File: src/hw/rpmq_pkg.sv
package rpmq_pkg;
  localparam int ADDR_W = 12;
  localparam logic [ADDR_W-1:0] OFF_MSI_BASE  = 12'h150;
  localparam logic [ADDR_W-1:0] OFF_ERR_HEAD  = 12'h154;
  localparam logic [ADDR_W-1:0] OFF_INT_HDR   = 12'h158;
  localparam logic [ADDR_W-1:0] OFF_INT_PAY   = 12'h15C;
  localparam logic [ADDR_W-1:0] OFF_INTX_STAT = 12'h160;
  localparam logic [ADDR_W-1:0] OFF_QSTAT     = 12'h148;
  localparam int MSI_BASE_LSB  = 12;
  localparam logic [31:0] MSI_BASE_RST = 32'h0000_0000;
  localparam int ERR_RID_LSB   = 0;
  localparam int ERR_TYPE_LSB  = 16;
  localparam int ERR_VALID_BIT = 18;
  localparam int INT_ADDR_LSB  = 16;
  localparam int INT_LINE_LSB  = 27;
  localparam int INT_ASSERT_BIT = 29;
  localparam int INT_MSI_BIT   = 30;
  localparam int INT_VALID_BIT = 31;
  localparam int INTX_STAT_LSB = 16;
  localparam int QS_ERR_NE_BIT = 16;
  localparam int QS_ERR_OV_BIT = 17;
  localparam int QS_INT_NE_BIT = 18;
  localparam int QS_INT_OV_BIT = 19;
  localparam int ERR_W = 18;
  localparam int INT_W = 47;
  localparam logic [1:0] RESP_OKAY   = 2'h0;
  localparam logic [1:0] RESP_SLVERR = 2'h2;
endpackage

File: src/hw/rpmq_intx_level.sv
`timescale 1ns/1ps
module rpmq_intx_level (
  // Clock and reset
  input  wire logic clock,
  input  wire logic rst_b,
  // Message events for one line
  input  wire logic hit,
  input  wire logic assertMsg,
  // Live level
  output logic      level_r
);
  always_ff @(posedge clock or negedge rst_b) begin
    if (!rst_b) level_r <= 1'b0;
    else if (hit) level_r <= assertMsg;
  end
endmodule // rpmq_intx_level

File: src/hw/rpmq_queue.sv
`timescale 1ns/1ps
module rpmq_queue #(
  parameter int WIDTH = 18,
  parameter int DEPTH = 4
) (
  // Clock and reset
  input  wire logic             clock,
  input  wire logic             rst_b,
  // Fill side
  input  wire logic             pushValid,
  input  wire logic [WIDTH-1:0] pushData,
  // Drain side
  input  wire logic             pop,
  output logic      [WIDTH-1:0] headData,
  output logic                  notEmpty,
  output logic                  full
);
  localparam int PW = $clog2(DEPTH);
  logic [WIDTH-1:0] mem_r [DEPTH];
  logic [PW-1:0]    rdPtr_r;
  logic [PW-1:0]    wrPtr_r;
  logic [PW:0]      count_r;
  wire              doPush = pushValid && !full;
  wire              doPop  = pop && notEmpty;
  assign notEmpty = (count_r != '0);
  assign full     = (count_r == (PW+1)'(DEPTH));
  assign headData = mem_r[rdPtr_r];
  always_ff @(posedge clock or negedge rst_b) begin
    if (!rst_b) begin
      rdPtr_r <= '0;
      wrPtr_r <= '0;
      count_r <= '0;
      for (int i = 0; i < DEPTH; i++) mem_r[i] <= '0;
    end else begin
      if (doPush) begin
        mem_r[wrPtr_r] <= pushData;
        wrPtr_r        <= (wrPtr_r == PW'(DEPTH-1)) ? '0 : wrPtr_r + 1'b1;
      end
      if (doPop) rdPtr_r <= (rdPtr_r == PW'(DEPTH-1)) ? '0 : rdPtr_r + 1'b1;
      count_r <= count_r + (PW+1)'(doPush) - (PW+1)'(doPop);
    end
  end
endmodule // rpmq_queue

File: src/hw/rpmq_root_port_msg.sv
// Overview of operation
// - In root-port mode, memory writes inside MSI window are taken as MSI interrupts.
// - MSI window is exactly 4 KB starting at the programmed base.
// - Base register holds bits 31:12; bits 11:0 read zero.
// - Endpoint configuration reads base and error queue registers as zero.
// - Only one MSI address; no MSI-X or multi-vector addressing.
// - Error queue read shows oldest entry; any write in root-port mode pops it.
// - Error word: requester id 15:0, error type 17:16.
// - Error word bit 18 is valid flag; bits 31:19 read zero.
// - Interrupt header: requester id 15:0, MSI address bits 12:2 in 26:16.
// - Bits 28:27 give INTx line; forced 00b for MSI.
// - Bit 29 is INTx assert flag; zero for MSI.
// - Bit 30 is one for MSI, zero for INTx.
// - Bit 31 is one when an interrupt entry is presented.
// - Interrupt register reads never pop; in root-port mode any write to either pops.
// - Payload word holds MSI data 15:0; zero for INTx.
// - Outside root-port mode, interrupt and INTx status reads return zero.
// - INTA..INTD levels in status bits 16..19 follow assert and deassert.
// - A read-only flag shows the error queue is non-empty.
// - Error message arriving on full queue is dropped; sticky overflow, write-1 clears.
`timescale 1ns/1ps
module rpmq_root_port_msg
  import rpmq_pkg::*;
#(
  parameter int ERR_DEPTH = 4,
  parameter int INT_DEPTH = 4
) (
  // Clock and reset
  input  wire logic                      clock,
  input  wire logic                      rst_b,
  // Mode strap
  input  wire logic                      rootPortMode,
  // Received memory write
  input  wire logic                      memWrValid,
  input  wire logic [63:0]               memWrAddr,
  input  wire logic [15:0]               memWrReqId,
  input  wire logic [15:0]               memWrData,
  output logic                           memWrPass_r,
  // Received error message
  input  wire logic                      errMsgValid,
  input  wire logic [15:0]               errMsgReqId,
  input  wire logic [1:0]                errMsgType,
  // Received INTx message
  input  wire logic                      intxMsgValid,
  input  wire logic [15:0]               intxMsgReqId,
  input  wire logic [1:0]                intxMsgLine,
  input  wire logic                      intxMsgAssert,
  // AXI4-Lite write address
  input  wire logic                      s_axi_awvalid,
  output logic                           s_axi_awready,
  input  wire logic [rpmq_pkg::ADDR_W-1:0] s_axi_awaddr,
  // AXI4-Lite write data
  input  wire logic                      s_axi_wvalid,
  output logic                           s_axi_wready,
  input  wire logic [31:0]               s_axi_wdata,
  input  wire logic [3:0]                s_axi_wstrb,
  // AXI4-Lite write response
  output logic                           s_axi_bvalid,
  input  wire logic                      s_axi_bready,
  output logic      [1:0]                s_axi_bresp,
  // AXI4-Lite read address
  input  wire logic                      s_axi_arvalid,
  output logic                           s_axi_arready,
  input  wire logic [rpmq_pkg::ADDR_W-1:0] s_axi_araddr,
  // AXI4-Lite read data
  output logic                           s_axi_rvalid,
  input  wire logic                      s_axi_rready,
  output logic      [31:0]               s_axi_rdata,
  output logic      [1:0]                s_axi_rresp
);
  import rpmq_pkg::*;

  // Write channel capture
  logic                awHeld_r;
  logic                wHeld_r;
  logic [ADDR_W-1:0]   awAddr_r;
  logic [31:0]         wData_r;
  logic [3:0]          wStrb_r;
  logic                bValid_r;
  logic [1:0]          bResp_r;
  logic                rValid_r;
  logic [31:0]         rData_r;
  logic [1:0]          rResp_r;
  logic [31:MSI_BASE_LSB] msiBase_r;
  logic                errOvf_r;
  logic                intOvf_r;
  logic                memPass_r;
  logic [3:0]          intxLevel;
  logic                awReady_r;
  logic                wReady_r;
  logic                arReady_r;

  assign s_axi_awready = awReady_r;
  assign s_axi_wready  = wReady_r;
  assign s_axi_bvalid  = bValid_r;
  assign s_axi_bresp   = bResp_r;
  assign s_axi_arready = arReady_r;
  assign s_axi_rvalid  = rValid_r;
  assign s_axi_rdata   = rData_r;
  assign s_axi_rresp   = rResp_r;
  assign memWrPass_r   = memPass_r;

  // Write commits once both address and data are held; response follows both
  wire         wrFire  = awHeld_r && wHeld_r && !bValid_r;
  wire [ADDR_W-1:0] wrWord = {awAddr_r[ADDR_W-1:2], 2'b00};
  wire         wrBase  = wrFire && (wrWord == OFF_MSI_BASE);
  wire         wrErr   = wrFire && (wrWord == OFF_ERR_HEAD);
  wire         wrInt   = wrFire && ((wrWord == OFF_INT_HDR) || (wrWord == OFF_INT_PAY));
  wire         wrQs    = wrFire && (wrWord == OFF_QSTAT);
  wire         wrHit   = (wrWord == OFF_MSI_BASE) || (wrWord == OFF_ERR_HEAD) || (wrWord == OFF_INT_HDR) ||
                         (wrWord == OFF_INT_PAY) || (wrWord == OFF_QSTAT) || (wrWord == OFF_INTX_STAT);

  // Readies are flops loaded with the state after this edge, so no output path is combinational
  wire         awHeld_nxt = !wrFire && (awHeld_r || (s_axi_awvalid && awReady_r));
  wire         wHeld_nxt  = !wrFire && (wHeld_r || (s_axi_wvalid && wReady_r));
  wire         bValid_nxt = wrFire || (bValid_r && !s_axi_bready);
  wire         rValid_nxt = (s_axi_arvalid && arReady_r) || (rValid_r && !s_axi_rready);

  // Only a single window is compared; there is no vector table
  wire         inWindow = (memWrAddr[31:MSI_BASE_LSB] == msiBase_r) && (memWrAddr[63:32] == 32'h0000_0000);
  wire         msiHit   = rootPortMode && memWrValid && inWindow;

  // Error queue
  logic [ERR_W-1:0] errHead;
  logic             errNotEmpty;
  logic             errFull;
  wire              errPop  = wrErr && rootPortMode;
  rpmq_queue #(.WIDTH(ERR_W), .DEPTH(ERR_DEPTH)) errQueue (
    .clock     (clock),
    .rst_b     (rst_b),
    .pushValid (errMsgValid && rootPortMode),
    .pushData  ({errMsgType, errMsgReqId}),
    .pop       (errPop),
    .headData  (errHead),
    .notEmpty  (errNotEmpty),
    .full      (errFull)
  );

  // Interrupt queue entry: {payload, msi, assert, line, addr, reqid}
  wire              intxHit = rootPortMode && intxMsgValid;
  logic [INT_W-1:0] intPush;
  always_comb begin
    if (msiHit) begin
      intPush = {memWrData, 1'b1, 1'b0, 2'b00, memWrAddr[12:2], memWrReqId};
    end else begin
      intPush = {16'h0000, 1'b0, intxMsgAssert, intxMsgLine, 11'h000, intxMsgReqId};
    end
  end
  // MSI takes precedence if both arrive together; the INTx one is then counted as dropped
  logic [INT_W-1:0] intHead;
  logic             intNotEmpty;
  logic             intFull;
  wire              intPop = wrInt && rootPortMode;
  rpmq_queue #(.WIDTH(INT_W), .DEPTH(INT_DEPTH)) intQueue (
    .clock     (clock),
    .rst_b     (rst_b),
    .pushValid (msiHit || intxHit),
    .pushData  (intPush),
    .pop       (intPop),
    .headData  (intHead),
    .notEmpty  (intNotEmpty),
    .full      (intFull)
  );

  // Live INTx levels
  genvar g;
  generate
    for (g = 0; g < 4; g++) begin : gLine
      rpmq_intx_level lineLevel (
        .clock     (clock),
        .rst_b     (rst_b),
        .hit       (intxHit && (intxMsgLine == 2'(g))),
        .assertMsg (intxMsgAssert),
        .level_r   (intxLevel[g])
      );
    end
  endgenerate

  // Read words
  wire [31:0] errWord = errNotEmpty ?
                        {13'h0000, 1'b1, errHead[ERR_W-1:ERR_TYPE_LSB], errHead[15:ERR_RID_LSB]} :
                        32'h0000_0000;
  wire [31:0] intWord1 = intNotEmpty ? {1'b1, intHead[INT_MSI_BIT:0]} : 32'h0000_0000;
  wire [31:0] intWord2 = (intNotEmpty && intHead[INT_MSI_BIT]) ? {16'h0000, intHead[INT_W-1:INT_MSI_BIT+1]} :
                         32'h0000_0000;
  wire [31:0] qsWord   = {12'h000, intOvf_r, intNotEmpty, errOvf_r, errNotEmpty, 16'h0000};
  wire [31:0] baseWord = {msiBase_r, 12'h000};
  wire [31:0] intxWord = {12'h000, intxLevel, 16'h0000};
  wire [ADDR_W-1:0] rdWord = {s_axi_araddr[ADDR_W-1:2], 2'b00};
  logic [31:0] rdMux;
  logic        rdHit;
  always_comb begin
    rdHit = 1'b1;
    case (rdWord)
      OFF_MSI_BASE:  rdMux = baseWord;
      OFF_ERR_HEAD:  rdMux = errWord;
      OFF_INT_HDR:   rdMux = intWord1;
      OFF_INT_PAY:   rdMux = intWord2;
      OFF_INTX_STAT: rdMux = intxWord;
      OFF_QSTAT:     rdMux = qsWord;
      default: begin
        rdMux = 32'h0000_0000;
        rdHit = 1'b0;
      end
    endcase
  end
  wire [31:0] rdValue = rootPortMode ? rdMux : 32'h0000_0000;

  // Overflow flags: a new drop wins over a clear in the same cycle
  wire errDrop = errMsgValid && rootPortMode && errFull;
  wire intDrop = rootPortMode && ((msiHit || intxHit) && intFull || (msiHit && intxHit));
  wire clrErr  = wrQs && wStrb_r[2] && wData_r[QS_ERR_OV_BIT];
  wire clrInt  = wrQs && wStrb_r[2] && wData_r[QS_INT_OV_BIT];

  always_ff @(posedge clock or negedge rst_b) begin
    if (!rst_b) begin
      awHeld_r  <= 1'b0;
      wHeld_r   <= 1'b0;
      awAddr_r  <= '0;
      wData_r   <= 32'h0000_0000;
      wStrb_r   <= 4'h0;
      bValid_r  <= 1'b0;
      bResp_r   <= RESP_OKAY;
      msiBase_r <= MSI_BASE_RST[31:MSI_BASE_LSB];
      errOvf_r  <= 1'b0;
      intOvf_r  <= 1'b0;
      memPass_r <= 1'b0;
      awReady_r <= 1'b1;
      wReady_r  <= 1'b1;
    end else begin
      if (s_axi_awvalid && s_axi_awready) begin
        awHeld_r <= 1'b1;
        awAddr_r <= s_axi_awaddr;
      end
      if (s_axi_wvalid && s_axi_wready) begin
        wHeld_r <= 1'b1;
        wData_r <= s_axi_wdata;
        wStrb_r <= s_axi_wstrb;
      end
      if (wrFire) begin
        awHeld_r <= 1'b0;
        wHeld_r  <= 1'b0;
        bValid_r <= 1'b1;
        bResp_r  <= wrHit ? RESP_OKAY : RESP_SLVERR;
      end else if (bValid_r && s_axi_bready) begin
        bValid_r <= 1'b0;
      end
      if (wrBase && rootPortMode) begin
        for (int b = 1; b < 4; b++) begin
          if (wStrb_r[b]) begin
            for (int k = 8*b; k < 8*b+8; k++) begin
              if (k >= MSI_BASE_LSB) msiBase_r[k] <= wData_r[k];
            end
          end
        end
      end
      if (errDrop) errOvf_r <= 1'b1;
      else if (clrErr) errOvf_r <= 1'b0;
      if (intDrop) intOvf_r <= 1'b1;
      else if (clrInt) intOvf_r <= 1'b0;
      memPass_r <= memWrValid && !msiHit;
      awReady_r <= !awHeld_nxt && !bValid_nxt;
      wReady_r  <= !wHeld_nxt && !bValid_nxt;
    end
  end

  always_ff @(posedge clock or negedge rst_b) begin
    if (!rst_b) begin
      rValid_r <= 1'b0;
      rData_r  <= 32'h0000_0000;
      rResp_r  <= RESP_OKAY;
    end else if (s_axi_arvalid && s_axi_arready) begin
      rValid_r <= 1'b1;
      rData_r  <= rdValue;
      rResp_r  <= rdHit ? RESP_OKAY : RESP_SLVERR;
    end else if (rValid_r && s_axi_rready) begin
      rValid_r <= 1'b0;
    end
  end

  always_ff @(posedge clock or negedge rst_b) begin
    if (!rst_b) arReady_r <= 1'b1;
    else arReady_r <= !rValid_nxt;
  end

  // Checks
  property p_err_pop;
    @(posedge clock) disable iff (!rst_b)
    errPop && errNotEmpty && !(errMsgValid) |=> $changed(errQueue.count_r) || errQueue.count_r == '0;
  endproperty
  a_err_pop: assert property (p_err_pop) else $error("error pop did not dequeue");
  property p_empty_pop;
    @(posedge clock) disable iff (!rst_b)
    intPop && !intNotEmpty && !(msiHit || intxHit) |=> !intNotEmpty;
  endproperty
  a_empty_pop: assert property (p_empty_pop) else $error("pop of empty queue changed it");
  property p_ep_zero;
    @(posedge clock) disable iff (!rst_b)
    s_axi_arvalid && s_axi_arready && !rootPortMode |=> s_axi_rdata == 32'h0000_0000;
  endproperty
  a_ep_zero: assert property (p_ep_zero) else $error("endpoint read not zero");
  property p_base_low;
    @(posedge clock) disable iff (!rst_b)
    s_axi_rvalid |-> !(rData_r != 32'h0 && $past(rdWord) == OFF_MSI_BASE && rData_r[11:0] != 12'h000);
  endproperty
  a_base_low: assert property (p_base_low) else $error("base low bits nonzero");
  property p_ovf;
    @(posedge clock) disable iff (!rst_b)
    errDrop |=> errOvf_r;
  endproperty
  a_ovf: assert property (p_ovf) else $error("overflow not flagged");
  property p_msi_hdr;
    @(posedge clock) disable iff (!rst_b)
    intNotEmpty && intHead[INT_MSI_BIT] |-> intWord1[29:27] == 3'b000 && intWord1[31];
  endproperty
  a_msi_hdr: assert property (p_msi_hdr) else $error("msi header fields wrong");
  property p_intx_lvl;
    @(posedge clock) disable iff (!rst_b)
    intxHit |=> intxLevel[$past(intxMsgLine)] == $past(intxMsgAssert);
  endproperty
  a_intx_lvl: assert property (p_intx_lvl) else $error("INTx level wrong");
  property p_msi_pass;
    @(posedge clock) disable iff (!rst_b)
    msiHit |=> !memWrPass_r;
  endproperty
  a_msi_pass: assert property (p_msi_pass) else $error("MSI write passed as memory");
  c_msi: cover property (@(posedge clock) disable iff (!rst_b) msiHit);
  c_err_drop: cover property (@(posedge clock) disable iff (!rst_b) errDrop);
  c_int_pop: cover property (@(posedge clock) disable iff (!rst_b) intPop && intNotEmpty);
  c_int_drop: cover property (@(posedge clock) disable iff (!rst_b) intDrop);
  c_intx_asrt: cover property (@(posedge clock) disable iff (!rst_b) intxHit && intxMsgAssert);
  property p_err_resv;
    @(posedge clock) disable iff (!rst_b)
    errNotEmpty |-> errWord[ERR_VALID_BIT] && errWord[31:ERR_VALID_BIT+1] == '0;
  endproperty
  a_err_resv: assert property (p_err_resv) else $error("error word reserved bits wrong");
  property p_intx_pay;
    @(posedge clock) disable iff (!rst_b)
    intNotEmpty && !intHead[INT_MSI_BIT] |-> intWord2 == 32'h0000_0000;
  endproperty
  a_intx_pay: assert property (p_intx_pay) else $error("INTx payload not zero");
  property p_int_empty;
    @(posedge clock) disable iff (!rst_b)
    !intNotEmpty |-> intWord1 == 32'h0000_0000;
  endproperty
  a_int_empty: assert property (p_int_empty) else $error("empty interrupt header not zero");
endmodule // rpmq_root_port_msg

File: config.mk
export PLATFORM = sky130hd
export DESIGN_NAME = rpmq_root_port_msg
export DESIGN_NICKNAME = d
export VERILOG_FILES = /design/src/hw/rpmq_pkg.sv /design/src/hw/rpmq_intx_level.sv /design/src/hw/rpmq_queue.sv /design/src/hw/rpmq_root_port_msg.sv
export SDC_FILE = /design/constraint.sdc
export NUM_CORES = 1
export LEC_CHECK = 0
export BUFFER_PORTS_ARGS = -buffer_cell sky130_fd_sc_hd__buf_2
export CAP_MARGIN = 20
export CELL_PAD_IN_SITES_DETAIL_PLACEMENT = 0
export CELL_PAD_IN_SITES_GLOBAL_PLACEMENT = 2
export CORE_MARGIN = 3
export CORE_UTILIZATION = 43
export CTS_CLUSTER_SIZE = 20
export DETAILED_ROUTE_END_ITERATION = 16
export GPL_ROUTABILITY_DRIVEN = 0
export PLACE_DENSITY_LB_ADDON = 0.1
export SYNTH_ARGS = -nofsm -noshare
export SYNTH_HDL_FRONTEND = slang
export SYNTH_SLANG_ARGS = --single-unit
File: constraint.sdc
create_clock -name clock -period 4.3 [get_ports clock]
set_input_delay 0.645 -clock clock [delete_from_list [all_inputs] [get_ports clock]]
set_output_delay 0.645 -clock clock [all_outputs]
set_load 0.05 [all_outputs]
# Yosys cells after proc, flatten, opt, wreduce, memory -nomap -nowiden
# Cells that the tools add are included.
[word_totals]
ff_bits = 392
inputBits = 204
[classes]
n_addsub = 8
magnitude_cmp = 6
eq_ne = 22
n_mux = 37
bitwise = 4
n_reduce_logical = 81
[op_table]
columns = ["operator", "count"]
rows = [
  ["$pmux W32 S6", 1],
  ["$bwmux W188", 1],
  ["$mux W47", 4],
  ["$eq A10 B7 Y1 const B", 12],
  ["$bmux W47 S2", 1],
  ["$demux W47 S2", 1],
  ["$bwmux W72", 1],
  ["$mux W32", 2],
  ["$mux W18", 3],
  ["$logic_and A1 B1 Y1", 44],
  ["$bmux W18 S2", 1],
  ["$demux W18 S2", 1],
  ["$logic_not A32 Y1", 1],
  ["$eq A20 B20 Y1", 1],
  ["$mux W19", 1],
  ["$mux W16", 1],
  ["$mux W1", 13],
  ["$eq A2 B2 Y1 const B", 6],
  ["$ge A3 B3 Y1 const B", 4],
  ["$logic_or A1 B1 Y1", 12],
  ["$mux W2", 6],
  ["$not A2 Y3", 4],
  ["$reduce_bool A2 Y1", 6],
  ["$logic_not A1 Y1", 11],
  ["10 further kinds", 20],
]

# Depth between registers and ports, before layout
# Gate-level depths: netlist of the first run.
[depth]
ltp_word = 8
ltp_mapped = 13

# By module
# A second synthesis of the first run with hierarchy kept.
[unflattened]
hier_cells = 1171
area_unflattened_um2 = 18118.6
[modules_own_cells]
columns = ["module", "instances", "cells_per_inst", "area_per_inst_um2", "seq_area_each_um2"]
rows = [
  ["rpmq_queue at intQueue", 1, 492, 9132.5, 4879.7],
  ["rpmq_root_port_msg", 1, 459, 5086.1, 2431.1],
  ["rpmq_queue at errQueue", 1, 212, 3739.8, 1976.9],
  ["rpmq_intx_level", 4, 2, 40.0, 25.0],
]

# Worst setup path before layout of the first run
# Ideal clock, no wire load.
[synth_path]
path_type = "reg2reg"
start = "register bValid_r (netlist: s_axi_bvalid)"
end = "register intQueue.count_r[2]"
arrival_ns = 2.703
t_required_ns = 4.177
setup_slack_ns = 1.474
stages_incl_launch_ff = 12
n_path_buf = 1
cell_sequence = "dfrtp_1 nor3b_1 and4b_1 buf_2 nand2_1 nor3b_1 ha_1 inv_1 ha_1 fa_1 xnor2_1 xnor2_1"
[synth_between]
elab_chain_len = 6
[synth_lines]
columns = ["element", "line_no", "text"]
rows = [
  ["from (decl)", "rpmq_root_port_msg.sv:79", "logic bValid_r;"],
  ["from (signal assigned)", "rpmq_root_port_msg.sv:222", "bValid_r <= 1'b0;"],
  ["from (signal assigned)", "rpmq_root_port_msg.sv:243", "bValid_r <= 1'b1;"],
  ["from (signal assigned)", "rpmq_root_port_msg.sv:246", "bValid_r <= 1'b0;"],
  ["$logic_not A1 Y1", "rpmq_root_port_msg.sv:104", "wire wrFire = awHeld_r && wHeld_r && !bValid_r;"],
  ["$logic_and A1 B1 Y1", "rpmq_root_port_msg.sv:104", ""],
  ["$logic_and A1 B1 Y1", "rpmq_root_port_msg.sv:108", "wire wrInt = wrFire && ((wrWord == OFF_INT_HDR) || (wrWord == OFF_INT_PAY));"],
  ["$logic_and A1 B1 Y1", "rpmq_root_port_msg.sv:153", "wire intPop = wrInt && rootPortMode;"],
  ["$logic_and A1 B1 Y1", "rpmq_queue.sv:24", "wire doPop = pop && notEmpty;"],
  ["named net intQueue.doPop", "rpmq_queue.sv:24", ""],
  ["$sub A3 B1 Y3", "rpmq_queue.sv:40", "count_r <= count_r + (PW+1)'(doPush) - (PW+1)'(doPop);"],
  ["to (signal assigned)", "rpmq_queue.sv:40", ""],
  ["to (decl)", "rpmq_queue.sv:22", "logic [PW:0] count_r;"],
]
# The timed path passes the listed nets, and every way through them passes these cells.
# A chain may end at the register's enable or synchronous reset.

# Worst setup path in the final report of the first run
[layout_path]
start = "register wHeld_r"
end = "register intQueue.count_r[2]"
[layout_between]
elab_chain_len = 6
[layout_lines]
columns = ["element", "line_no", "text"]
rows = [
  ["from (decl)", "rpmq_root_port_msg.sv:75", "logic wHeld_r;"],
  ["from (signal assigned)", "rpmq_root_port_msg.sv:218", "wHeld_r <= 1'b0;"],
  ["from (signal assigned)", "rpmq_root_port_msg.sv:236", "wHeld_r <= 1'b1;"],
  ["from (signal assigned)", "rpmq_root_port_msg.sv:242", "wHeld_r <= 1'b0;"],
  ["$logic_and A1 B1 Y1 (2 in a row)", "rpmq_root_port_msg.sv:104", ""],
  ["$logic_and A1 B1 Y1", "rpmq_root_port_msg.sv:108", ""],
  ["$logic_and A1 B1 Y1", "rpmq_root_port_msg.sv:153", ""],
  ["$logic_and A1 B1 Y1", "rpmq_queue.sv:24", ""],
  ["named net intQueue.doPop", "rpmq_queue.sv:24", ""],
  ["$sub A3 B1 Y3", "rpmq_queue.sv:40", ""],
]
# The timed path passes the listed nets, and every way through them passes these cells.

==> reports/qor.yml, run 1 <==
start_kind: "flip-flop"
clock_power_share_pct: 32.8
area_growth_pct: 18.4
first_iter_violations: 647
synthesis.area_sq_um: 16800
wire_per_inst_um: 23.9
synth_top_cell_by_area: "dfrtp_1"
dr.pass1.iters: 6
fin_util_pct: 52.2
async_flop_share_pct: 100
nNetsFinal: 1670
final_max_slew_viol_count: 0
drt-total-wl_um: 47700
cts_resized: 0
cts-root-buf: "clkbuf_16"
synth_edf_count: 0
tightest_slew_ns: 1.00
final-hold-violation-count: 0
grt_usage_pct: 23.2
detail-route-antenna-nets: 0
internal_power_mw: 7.91
powerDensity_nw_per_um2: 552
ys_seq_area_share_pct: 55.8
cts_sinks: 375
clockBufferDepth: 3
synth_common_cells: "dfrtp_1 (372), mux2_2 (134), a22o_1 (124), mux4_2 (65), nand2_1 (65)"
antenna_found_initial: 2
drive_above_1_share_pct: 36.5
cts_tree: "yes"
switchingPower_mw: 3.08
p_seq_share_pct: 45.3
dp.cells: 1916
grt_pass1_wl_um: 73800
route.met3.wl_um: 2350
setup_violations: 0
p_leak_nw: 9.01
min_period_over_period_pct: 71.6
start_util_pct: 44.1
synthCells: 1230
nFillCells: 3296
clkTransAtPathRegs_ns: 0.06
power_frac_comb_pct: 21.9
h-tree-depth: 2
arrival_ns: 3.54
crit_required_ns: 4.76
grt_pass1_vias: 12100
max_freq_mhz: 325
setup.worst_path.end_class: "flip-flop"
met2WireLength_um: 23400
ys_seq_elements: 375
grt_overflow: 0
whs_ns: 0.114
top_layer_used: "met4"
die_w_um: 204
core_region_area_sq_um: 38100
io_pins: 246
yosys.area.top_type_share_pct: 55.4
yosys_warnings: 0
syn_avg_cell_area_sq_um: 13.7
skew_ns: 0.0173
p_sw_share_pct: 28.0
postCtsHoldBufs: 0
num_rows: 71
port_buffers: 224
maxSlewHeadroom_pct: 33.0
postCtsSetupBuffers: 0
status: "finished clean"
crit_path_max_fanout: 6
vias: 11400
crit_type: "flip-flop to flip-flop"
routed_via_density: 5.72
yosysMostFrequentCell: "dfrtp_1"
hold_class: "input port to async pin"
route.layer.met1.wl_um: 20700
cts_buffers: 42
fin_cells: 1996
fin_crit_ns: 3.08
die_h_um: 204
netlist_top_cells_area: "dfrtp_1 (55%), mux2_2 (9.0%), mux4_2 (8.7%)"
drc: 0
drv_cap: 0
clock_latency_ns: 0.53
die-area_sq_um: 41500
rsz0062_at_grt: "no"
ys_types: 55
synth_ff_type: "dfrtp_1"
grt_max_degree: 98
tns_ns: 0
dpl.hpwl_um: 31900
vdd_ir_drop_max_v: 0.000252
-- per-layer routing --
metal / GRT usage, % / vias to the layer above
met5: 0 / -
met4: 6.74 / 0
met3: 3.27 / 71
met2: 38.6 / 315
met1: 32.1 / 5918
li1: - / 5104
-- cell usage in the layout, fill, tap and decap left out, types with 12 or more instances in the layout --
| cell type | Yosys | routed |
|---|---|---|
| dfrtp_1 | 372 | 370 |
| buf_2 | 26 | 223 |
| mux2_2 | 134 | 134 |
| a22o_1 | 124 | 124 |
| nand2_1 | 65 | 65 |
| mux4_2 | 65 | 65 |
| o22a_1 | 64 | 64 |
| o21ai_0 | 46 | 46 |
| clkbuf_16 | 0 | 43 |
| inv_1 | 34 | 34 |
| nor2_1 | 31 | 30 |
| buf_4 | 15 | 25 |
| xnor2_1 | 23 | 23 |
| a21oi_1 | 20 | 20 |
| clkbuf_8 | 0 | 17 |
| mux2i_1 | 16 | 16 |
| nand4_1 | 15 | 15 |
| nor4_1 | 14 | 14 |
| ha_1 | 14 | 14 |
| a22oi_1 | 13 | 13 |
| a32o_1 | 12 | 12 |
-- critical path: stages, from the launching register on --
cell     delay (ns)
dfrtp_1        0.35
inv_1          0.07
nor3b_1        0.19
buf_4          0.16
and4b_1        0.33
nand2_1        0.08
nor3b_1        0.62
ha_1           0.25
inv_1          0.04
ha_1           0.19
fa_1           0.40
xnor2_1        0.19
xnor2_1        0.14
-- cell families after synthesis --
group                    count (synthesis)  synth area share (%)
flip-flops                             375                  55.8
AO/OA/AOI/OAI                          302                  14.2
multiplexers                           215                  18.6
AND/OR/NAND/NOR                        184                  5.65
buffers and inverters                  113                  3.15
XOR/XNOR                                23                  1.20
adder cells (fa/ha/maj)                 17                  1.34
other                                    1                0.0223
-- sequential cells by signal, indices dropped and copies added, names as in the netlist, 3 cells and up --
register,cells
intQueue.mem_r,188
errQueue.count_r,3
msiBase_r,20
intQueue.count_r,3
errQueue.mem_r,72
gLine.lineLevel.level_r,4
wData_r,20
s_axi_rdata,32
awAddr_r,10
wStrb_r,3
-- area by class of cell --
type / count / area (sq um) / share of cell area, %
Tap cell: 511 / 639 / 3.21
Timing Repair Buffer: 254 / 1430 / 7.16
Clock inverter: 7 / 63.8 / 0.320
Inverter: 34 / 128 / 0.641
Clock buffer: 69 / 1340 / 6.75
Antenna cell: 3 / 7.51 / 0.0377
Multi-Input combinational cell: 743 / 6910 / 34.7
Sequential cell: 375 / 9390 / 47.2
-- stage by stage --
stage	area (sq um)	total power, mW	setup slack (ns)
2_1_floorplan	16800	6.64	1.47
6_report	19900	11.0	1.22
3_3_place_gp	18500	7.35	1.11
3_5_place_dp	18500	7.46	1.07
4_1_cts	19900	11.1	1.17
5_1_grt	19900	11.6	0.955
-- power by group through the flow --
stage	combinational (mW)	clock (mW)	sequential, mW
after floorplan	1.70	0	4.94
after global placement	2.35	0	4.99
after detailed placement	2.43	0	5.03
after CTS	2.43	3.69	4.98
after global routing	2.64	3.85	5.10
final	2.40	3.61	4.98
-- path summary, 6_finish.rpt --
check	from	end	slack, ns	depth (start not counted)
min	rst_b	s_axi_rdata[24]	0.11	1
max reg2reg	wHeld_r	intQueue.count_r[2]	1.22	12
min reg2reg	wHeld_r	s_axi_wready	0.41	1
min in group clock	s_axi_awvalid	s_axi_awready	0.29	2
max	wHeld_r	intQueue.count_r[2]	1.22	12
max in group asynchronous	rst_b	s_axi_rdata[6]	3.10	2
Note: power is estimated with default switching activity, not from simulation.
==> run 2, diff against run 1 <==
CORE_UTILIZATION = 36   (was 43)
clock period = 2.6 ns   (was 4.3 ns; I/O delays follow)
==> run 2 against run 1 <==
  * Count of clock-buffer cells in the layout shrank 2
  * Sequential power grew 66%
  * Combinational power grew 73%
  * Register-to-register slack lost 1.1 ns
  * Critical endpoint is now intQueue.count_r[1]
  * Utilization shrank 7.2 points
  * Critical path depth shrank 4
  * Wire length grew 6.1%
  * Sequential share of layout area shrank 1.6 points
  * Largest power group unchanged
==> reports/qor.yml, run 2 (same netlist as run 1, synthesis figures left out) <==
total_power_mw: 18.6  # +69%
die-area_sq_um: 49300  # +19%
crit_required_ns: 3.03  # -1.73 ns
drv_cap: 0  # unchanged
num_rows: 78  # +9.9%
crit_type: "flip-flop to flip-flop"
clockBufferDepth: 3  # unchanged
cts_tree: "yes"
drc: 0  # unchanged
crit_buf_inv: 1  # -2
most-common-layout-cells: "dfrtp_1 (369), buf_2 (223), mux2_2 (134), a22o_1 (124), mux4_2 (65)"
drive_above_1_share_pct: 38.3  # +1.8 points
start_kind: "flip-flop"
start_util_pct: 36.7  # -7.4 points
fin_crit_ns: 2.51  # -0.569 ns
grt_pass1_vias: 12400  # +2.9%
port_buffers: 224  # unchanged
largest_reg_flops: 188  # unchanged
core_region_area_sq_um: 45800  # +20%
detail-route-antenna-nets: 0  # unchanged
h-tree-depth: 2  # unchanged
dp.cells: 2039  # +6.4%
final_max_slew_viol_count: 0  # unchanged
routed_via_density: 5.39  # -5.7%
slowest_delay_ns: 0.46  # -0.16 ns
status: "finished clean"
rsz0062_at_grt: "no"
fin_cells: 2121  # +6.3%
insertedDiodeCount: 0  # -3
cts-root-buf: "clkbuf_16"
clkTransAtPathRegs_ns: 0.06  # about the same
io_pins: 246  # unchanged
dpl.hpwl_um: 34100  # +6.9%
vdd_ir_drop_max_v: 0.000492  # +95%
crit_slowest_cell: "dfrtp_1"
p_leak_nw: 9.27  # +2.8%
arrival_ns: 2.94  # -0.60 ns
tightest_slew_ns: 0.636  # -0.366 ns
nNetsFinal: 1708  # +2.3%
critPathMostFrequentCell: "nand3_1"
first_iter_violations: 568  # -12%
die_w_um: 222  # +9.0%
largest_register: "intQueue.mem_r"
powerDensity_nw_per_um2: 902  # +63%
final-hold-violation-count: 0  # unchanged
setup.worst_path.end_class: "flip-flop"
cts_buffers: 43  # +2.4%
area_growth_pct: 22.6
grt_usage_pct: 20.6  # -2.6 points
vias: 11400  # +0.22%
setup_violations: 0  # unchanged
cts_sinks: 375  # unchanged
crit_family: "adder cells"
grt_pass1_wl_um: 78100  # +5.9%
maxSlewHeadroom_pct: 57.5  # +24 points
grt_overflow: 0  # unchanged
min_period_over_period_pct: 96.6  # +25 points
die_h_um: 222  # +9.0%
skew_ns: 0.0141  # -0.00327 ns
hold_class: "input port to flip-flop"
dr.pass1.iters: 5  # -1
crit_chain: "xnor2_1 > nand3_1 > nor4_1 > nand3_1 > buf_4 > a21boi_2 > ha_2 > fa_2"
nFillCells: 4288  # +30%
crit_path_max_fanout: 10  # +4
wire_per_inst_um: 23.9  # -0.11%
final_common_cell: "dfrtp_1"
max_freq_mhz: 398  # +23%
antenna_found_initial: 0  # -2
clock_latency_ns: 0.56  # +0.03 ns
grt_max_degree: 95  # -3.1%
drt-total-wl_um: 50600  # +6.1%
[run 2: cell count changes in the layout (fill, tap and decap cells not counted), sizes merged]
cell         delta
clkbuf          -2
diode           -3
clkinv          +1
inv             -1
clkinvlp        +1
buf            +35
dlygate4sd3     +2
bufinv          +3
[run 2: repair_timing]
action                                 4_1_cts  5_1_grt
gates resized for setup                      1        8
setup buffers                                0        2
hold buffers                                 2        0
pin swaps                                    0        6
endpoints found under the hold margin       35        0
setup endpoints to repair                    1        4
[run 2: path summary, 6_finish.rpt]
check / startpoint / to / slack, ns / depth (start not counted)
max: msiBase_r[21] / intQueue.count_r[1] / 0.09 / 8
min: s_axi_wdata[25] / wData_r[25] / 0.06 / 2
max reg2reg: msiBase_r[21] / intQueue.count_r[1] / 0.09 / 8
min reg2reg: wHeld_r / s_axi_wready / 0.40 / 1
max in group asynchronous: rst_b / intQueue.mem_r[105] / 1.40 / 3
min in group asynchronous: rst_b / intQueue.mem_r[165] / 0.31 / 2
[run 2: layout make-up]
class	count	area, sq um	area share [%]
timing repair buffer	291	1950	9.47
tap	600	751	3.64
sequential	375	9390	45.6
clock inverter	11	161	0.783
multi-input combinational	743	6950	33.7
clock buffer	67	1280	6.20
inverter	34	128	0.619
[run 2: through the flow]
step | setup slack (ns) | TNS (ns) | utilization (%) | hold slack (ns) | area (sq um)
final | 0.0892 | 0 | 45.0 | 0.0626 | 20600
after global routing | 0.0155 | 0 | 45.0 | 0.0436 | 20600
after CTS | 0.00344 | 0 | 44.9 | 0.0283 | 20600
after detailed placement | -0.00157 | -0.00157 | 41.7 | 0.313 | 19100
after global placement | 0.0142 | 0 | 41.7 | 0.312 | 19100
after floorplan | 0.0752 | 0 | - | 0.0944 | 16800
[run 2: report_power, final]
group | internal [mW] | switching (mW)
Clock | 3.77 | 2.42
Sequential | 7.41 | 0.841
Combinational | 2.20 | 1.95
[run 2: worst reg2reg max path, cell delays in order, from the launching register on]
cell and delay [ns]:
dfrtp_1 0.46, xnor2_1 0.35, nand3_1 0.12, nor4_1 0.25
nand3_1 0.19, buf_4 0.24, a21boi_2 0.18, ha_2 0.19
fa_2 0.42
[run 2: routing by layer]
layer / GRT usage (%) / share of wire, % / up-vias
met5: 0 / 0 / -
met4: 5.99 / 2.3 / 0
met3: 3.31 / 4.6 / 58
met2: 35.1 / 49 / 295
met1: 27.4 / 44 / 5901
li1: - / - / 5179
==> run 3, diff against run 2 <==
REMOVE_ABC_BUFFERS = 1   (was not set)
clock period = 2.3 ns   (was 2.6 ns; I/O delays follow)
==> run 3 against run 2 <==
  * The flow now finishes with violations (setup timing)
  * Flip-flop and latch count unchanged
  * First-iteration DRC count increased by 33%
  * Utilization grew 2.8 points
  * Wire length grew 2.9%
  * Via count is 4.6% higher
  * Combinational power up 28%
  * Sequential power up 13%
  * Highest routed layer unchanged
  * Critical path type unchanged
==> reports/qor.yml, run 3 (same netlist as run 1, synthesis figures left out) <==
setup.worst_path.end_class: "flip-flop"
rsz0062_at_grt: "yes"
hold_class: "input port to flip-flop"
powerDensity_nw_per_um2: 972  # +7.7%
crit_required_ns: 2.74  # -0.29 ns
grt_overflow: 0  # unchanged
multiInputGateArea_sq_um: 7230  # +3.9%
tightest_slew_ns: 0.615  # -0.0209 ns
h-tree-depth: 2  # unchanged
detail-route-antenna-nets: 0  # unchanged
p_leak_nw: 9.87  # +6.5%
power_frac_comb_pct: 24.9  # +2.6 points
clockBufferDepth: 3  # unchanged
layout_setup_ws_ns: -0.0880  # -0.177 ns
hold_end: "wData_r[21]"
crit_path_max_fanout: 6  # -4
status: "finished, violations left"
cts_tree: "yes"
dp.cells: 2097  # +2.8%
clock_latency_ns: 0.56  # about the same
r2r_slack_ns: -0.09  # -0.18 ns
grt_max_degree: 100  # +5.3%
area_growth_pct: 30.3
crit_type: "flip-flop to flip-flop"
die_h_um: 222  # unchanged
drive_above_1_share_pct: 42.8  # +4.5 points
start_kind: "flip-flop"
fin_util_pct: 47.9  # +2.8 points
nNetsFinal: 1805  # +5.7%
violations: "setup timing"
p_sw_share_pct: 28.2  # +0.21 points
r2r_end: "intQueue.mem_r[172]"
grt_usage_pct: 20.8  # +0.14 points
cts_buffers: 43  # unchanged
fin_cells: 2213  # +4.3%
maxSlewHeadroom_pct: 58.9  # +1.4 points
die_w_um: 222  # unchanged
largest_register: "intQueue.mem_r"
final_common_cell: "dfrtp_1"
cts_sinks: 375  # unchanged
port_buffers: 224  # unchanged
drt-total-wl_um: 52100  # +2.9%
dr.pass1.iters: 6  # +1
final-hold-violation-count: 0  # unchanged
num_rows: 78  # unchanged
largest_reg_flops: 188  # unchanged
wire_per_inst_um: 23.5  # -1.4%
internal_power_mw: 15.3  # +14%
place_ws_ns: -0.372  # -0.370 ns
antenna_found_initial: 1  # +1
arrival_ns: 2.82  # -0.12 ns
rr_startpoint: "msiBase_r[24]"
vdd_ir_drop_max_v: 0.000550  # +12%
p_seq_share_pct: 43.7  # -0.7 points
whs_ns: 0.0340  # -0.0286 ns
dpl.hpwl_um: 33900  # -0.53%
drv_cap: 0  # unchanged
start_util_pct: 36.7  # unchanged
die-area_sq_um: 49300  # unchanged
min_period_over_period_pct: 104  # +7.3 points
drc: 0  # unchanged
first_iter_violations: 754  # +33%
grt_pass1_vias: 12800  # +3.0%
cts-root-buf: "clkbuf_16"
setup_violations: 141  # +141
grt_pass1_wl_um: 78800  # +0.89%
io_pins: 246  # unchanged
routed_via_density: 5.40  # +0.26%
hold_start: "s_axi_wdata[21]"
startpoint: "msiBase_r[24]"
skew_ns: 0.0123  # -0.00175 ns
clkTransAtPathRegs_ns: 0.06  # about the same
vias: 12000  # +4.6%
max_freq_mhz: 419  # +5.1%
nFillCells: 4123  # -3.8%
ff_latch_area_sq_um: 9390  # unchanged
fin_crit_ns: 2.39  # -0.123 ns
final_max_slew_viol_count: 0  # unchanged
most-common-layout-cells: "dfrtp_1 (369), buf_2 (223), mux2_2 (133), a22o_1 (124), buf_4 (90)"
min_path_cells: 2  # unchanged
r2r.worst_path.cells: 9  # +1
switchingPower_mw: 6.01  # +15%
tns_ns: -7.67  # -7.67 ns
core_region_area_sq_um: 45800  # unchanged
clock_power_share_pct: 31.4  # -1.9 points
run 3: changes by cell type in the layout (fill, tap and decap cells not counted), moves of 5 or more:
| cell | previous run | this run |
|---|---|---|
| buf_4 | 40 | 90 |
| buf_6 | 0 | 5 |
| buf_8 | 1 | 6 |
| clkbuf_1 | 15 | 9 |
| clkbuf_16 | 45 | 53 |
| dlygate4sd3_1 | 2 | 24 |
| mux2i_1 | 16 | 6 |
| mux2i_2 | 0 | 7 |
| xnor2_1 | 21 | 12 |
| xnor2_2 | 2 | 11 |
run 3: critical path, cell delays in order (launching register included):
cell and delay [ns]:
dfrtp_1 0.40, xnor2_2 0.22, nand4_1 0.20, nor4_4 0.32, buf_4 0.16, nand3_4 0.11
buf_12 0.19, a21o_4 0.28, buf_12 0.17, a22o_1 0.21
run 3: power by group through the flow:
stage               registers (mW)  logic [mW]  clock network, mW
floorplan                     9.26        3.04                  0
global placement              9.32        4.82                  0
detailed placement            9.39        4.93                  0
CTS                           9.30        5.23               6.88
global route                  9.51        5.77               7.15
finish                        9.30        5.31               6.68
run 3: worst max path at each step:
stage,end,depth (start not counted)
final,intQueue.mem_r[172],9
after CTS,intQueue.count_r[2],11
after global placement,intQueue.count_r[2],11
after floorplan,s_axi_rdata[12],5
after global routing,errQueue.count_r[2],11
after detailed placement,intQueue.count_r[2],11
run 3: repair_timing:
action / 4_1_cts / 5_1_grt
buffers inserted: 5 / 1
cloned: 5 / 9
resized for setup: 51 / 28
hold buffers: 24 / 0
endpoints found under the hold margin: 90 / 0
pin swaps: 91 / 85
setup endpoints to repair: 179 / 198
run 3: area by class of cell:
| class | count | share of cell area [%] |
|---|---|---|
| Antenna cell | 1 | 0.0114 |
| Inverter | 34 | 0.582 |
| Timing Repair Buffer | 388 | 13.9 |
| Multi-Input combinational cell | 743 | 33.0 |
| Clock buffer | 65 | 5.98 |
| Clock inverter | 7 | 0.274 |
| Sequential cell | 375 | 42.9 |
| Tap cell | 600 | 3.43 |
run 3: per-layer routing:
metal	up-vias	share of wire, %	wire length, um	GRT usage, %
li1	5384	-	-	-
met1	6157	45	23500	28.8
met2	352	47	24700	33.8
met3	67	5.5	2860	3.67
met4	0	1.9	1010	5.74
met5	-	0	0	0
run 3: metrics by stage:
stage,area (sq um),power [mW]
2_1_floorplan,16400,12.3
3_3_place_gp,19600,14.1
3_5_place_dp,19600,14.3
4_1_cts,21600,21.4
5_1_grt,21900,22.4
6_report,21900,21.3
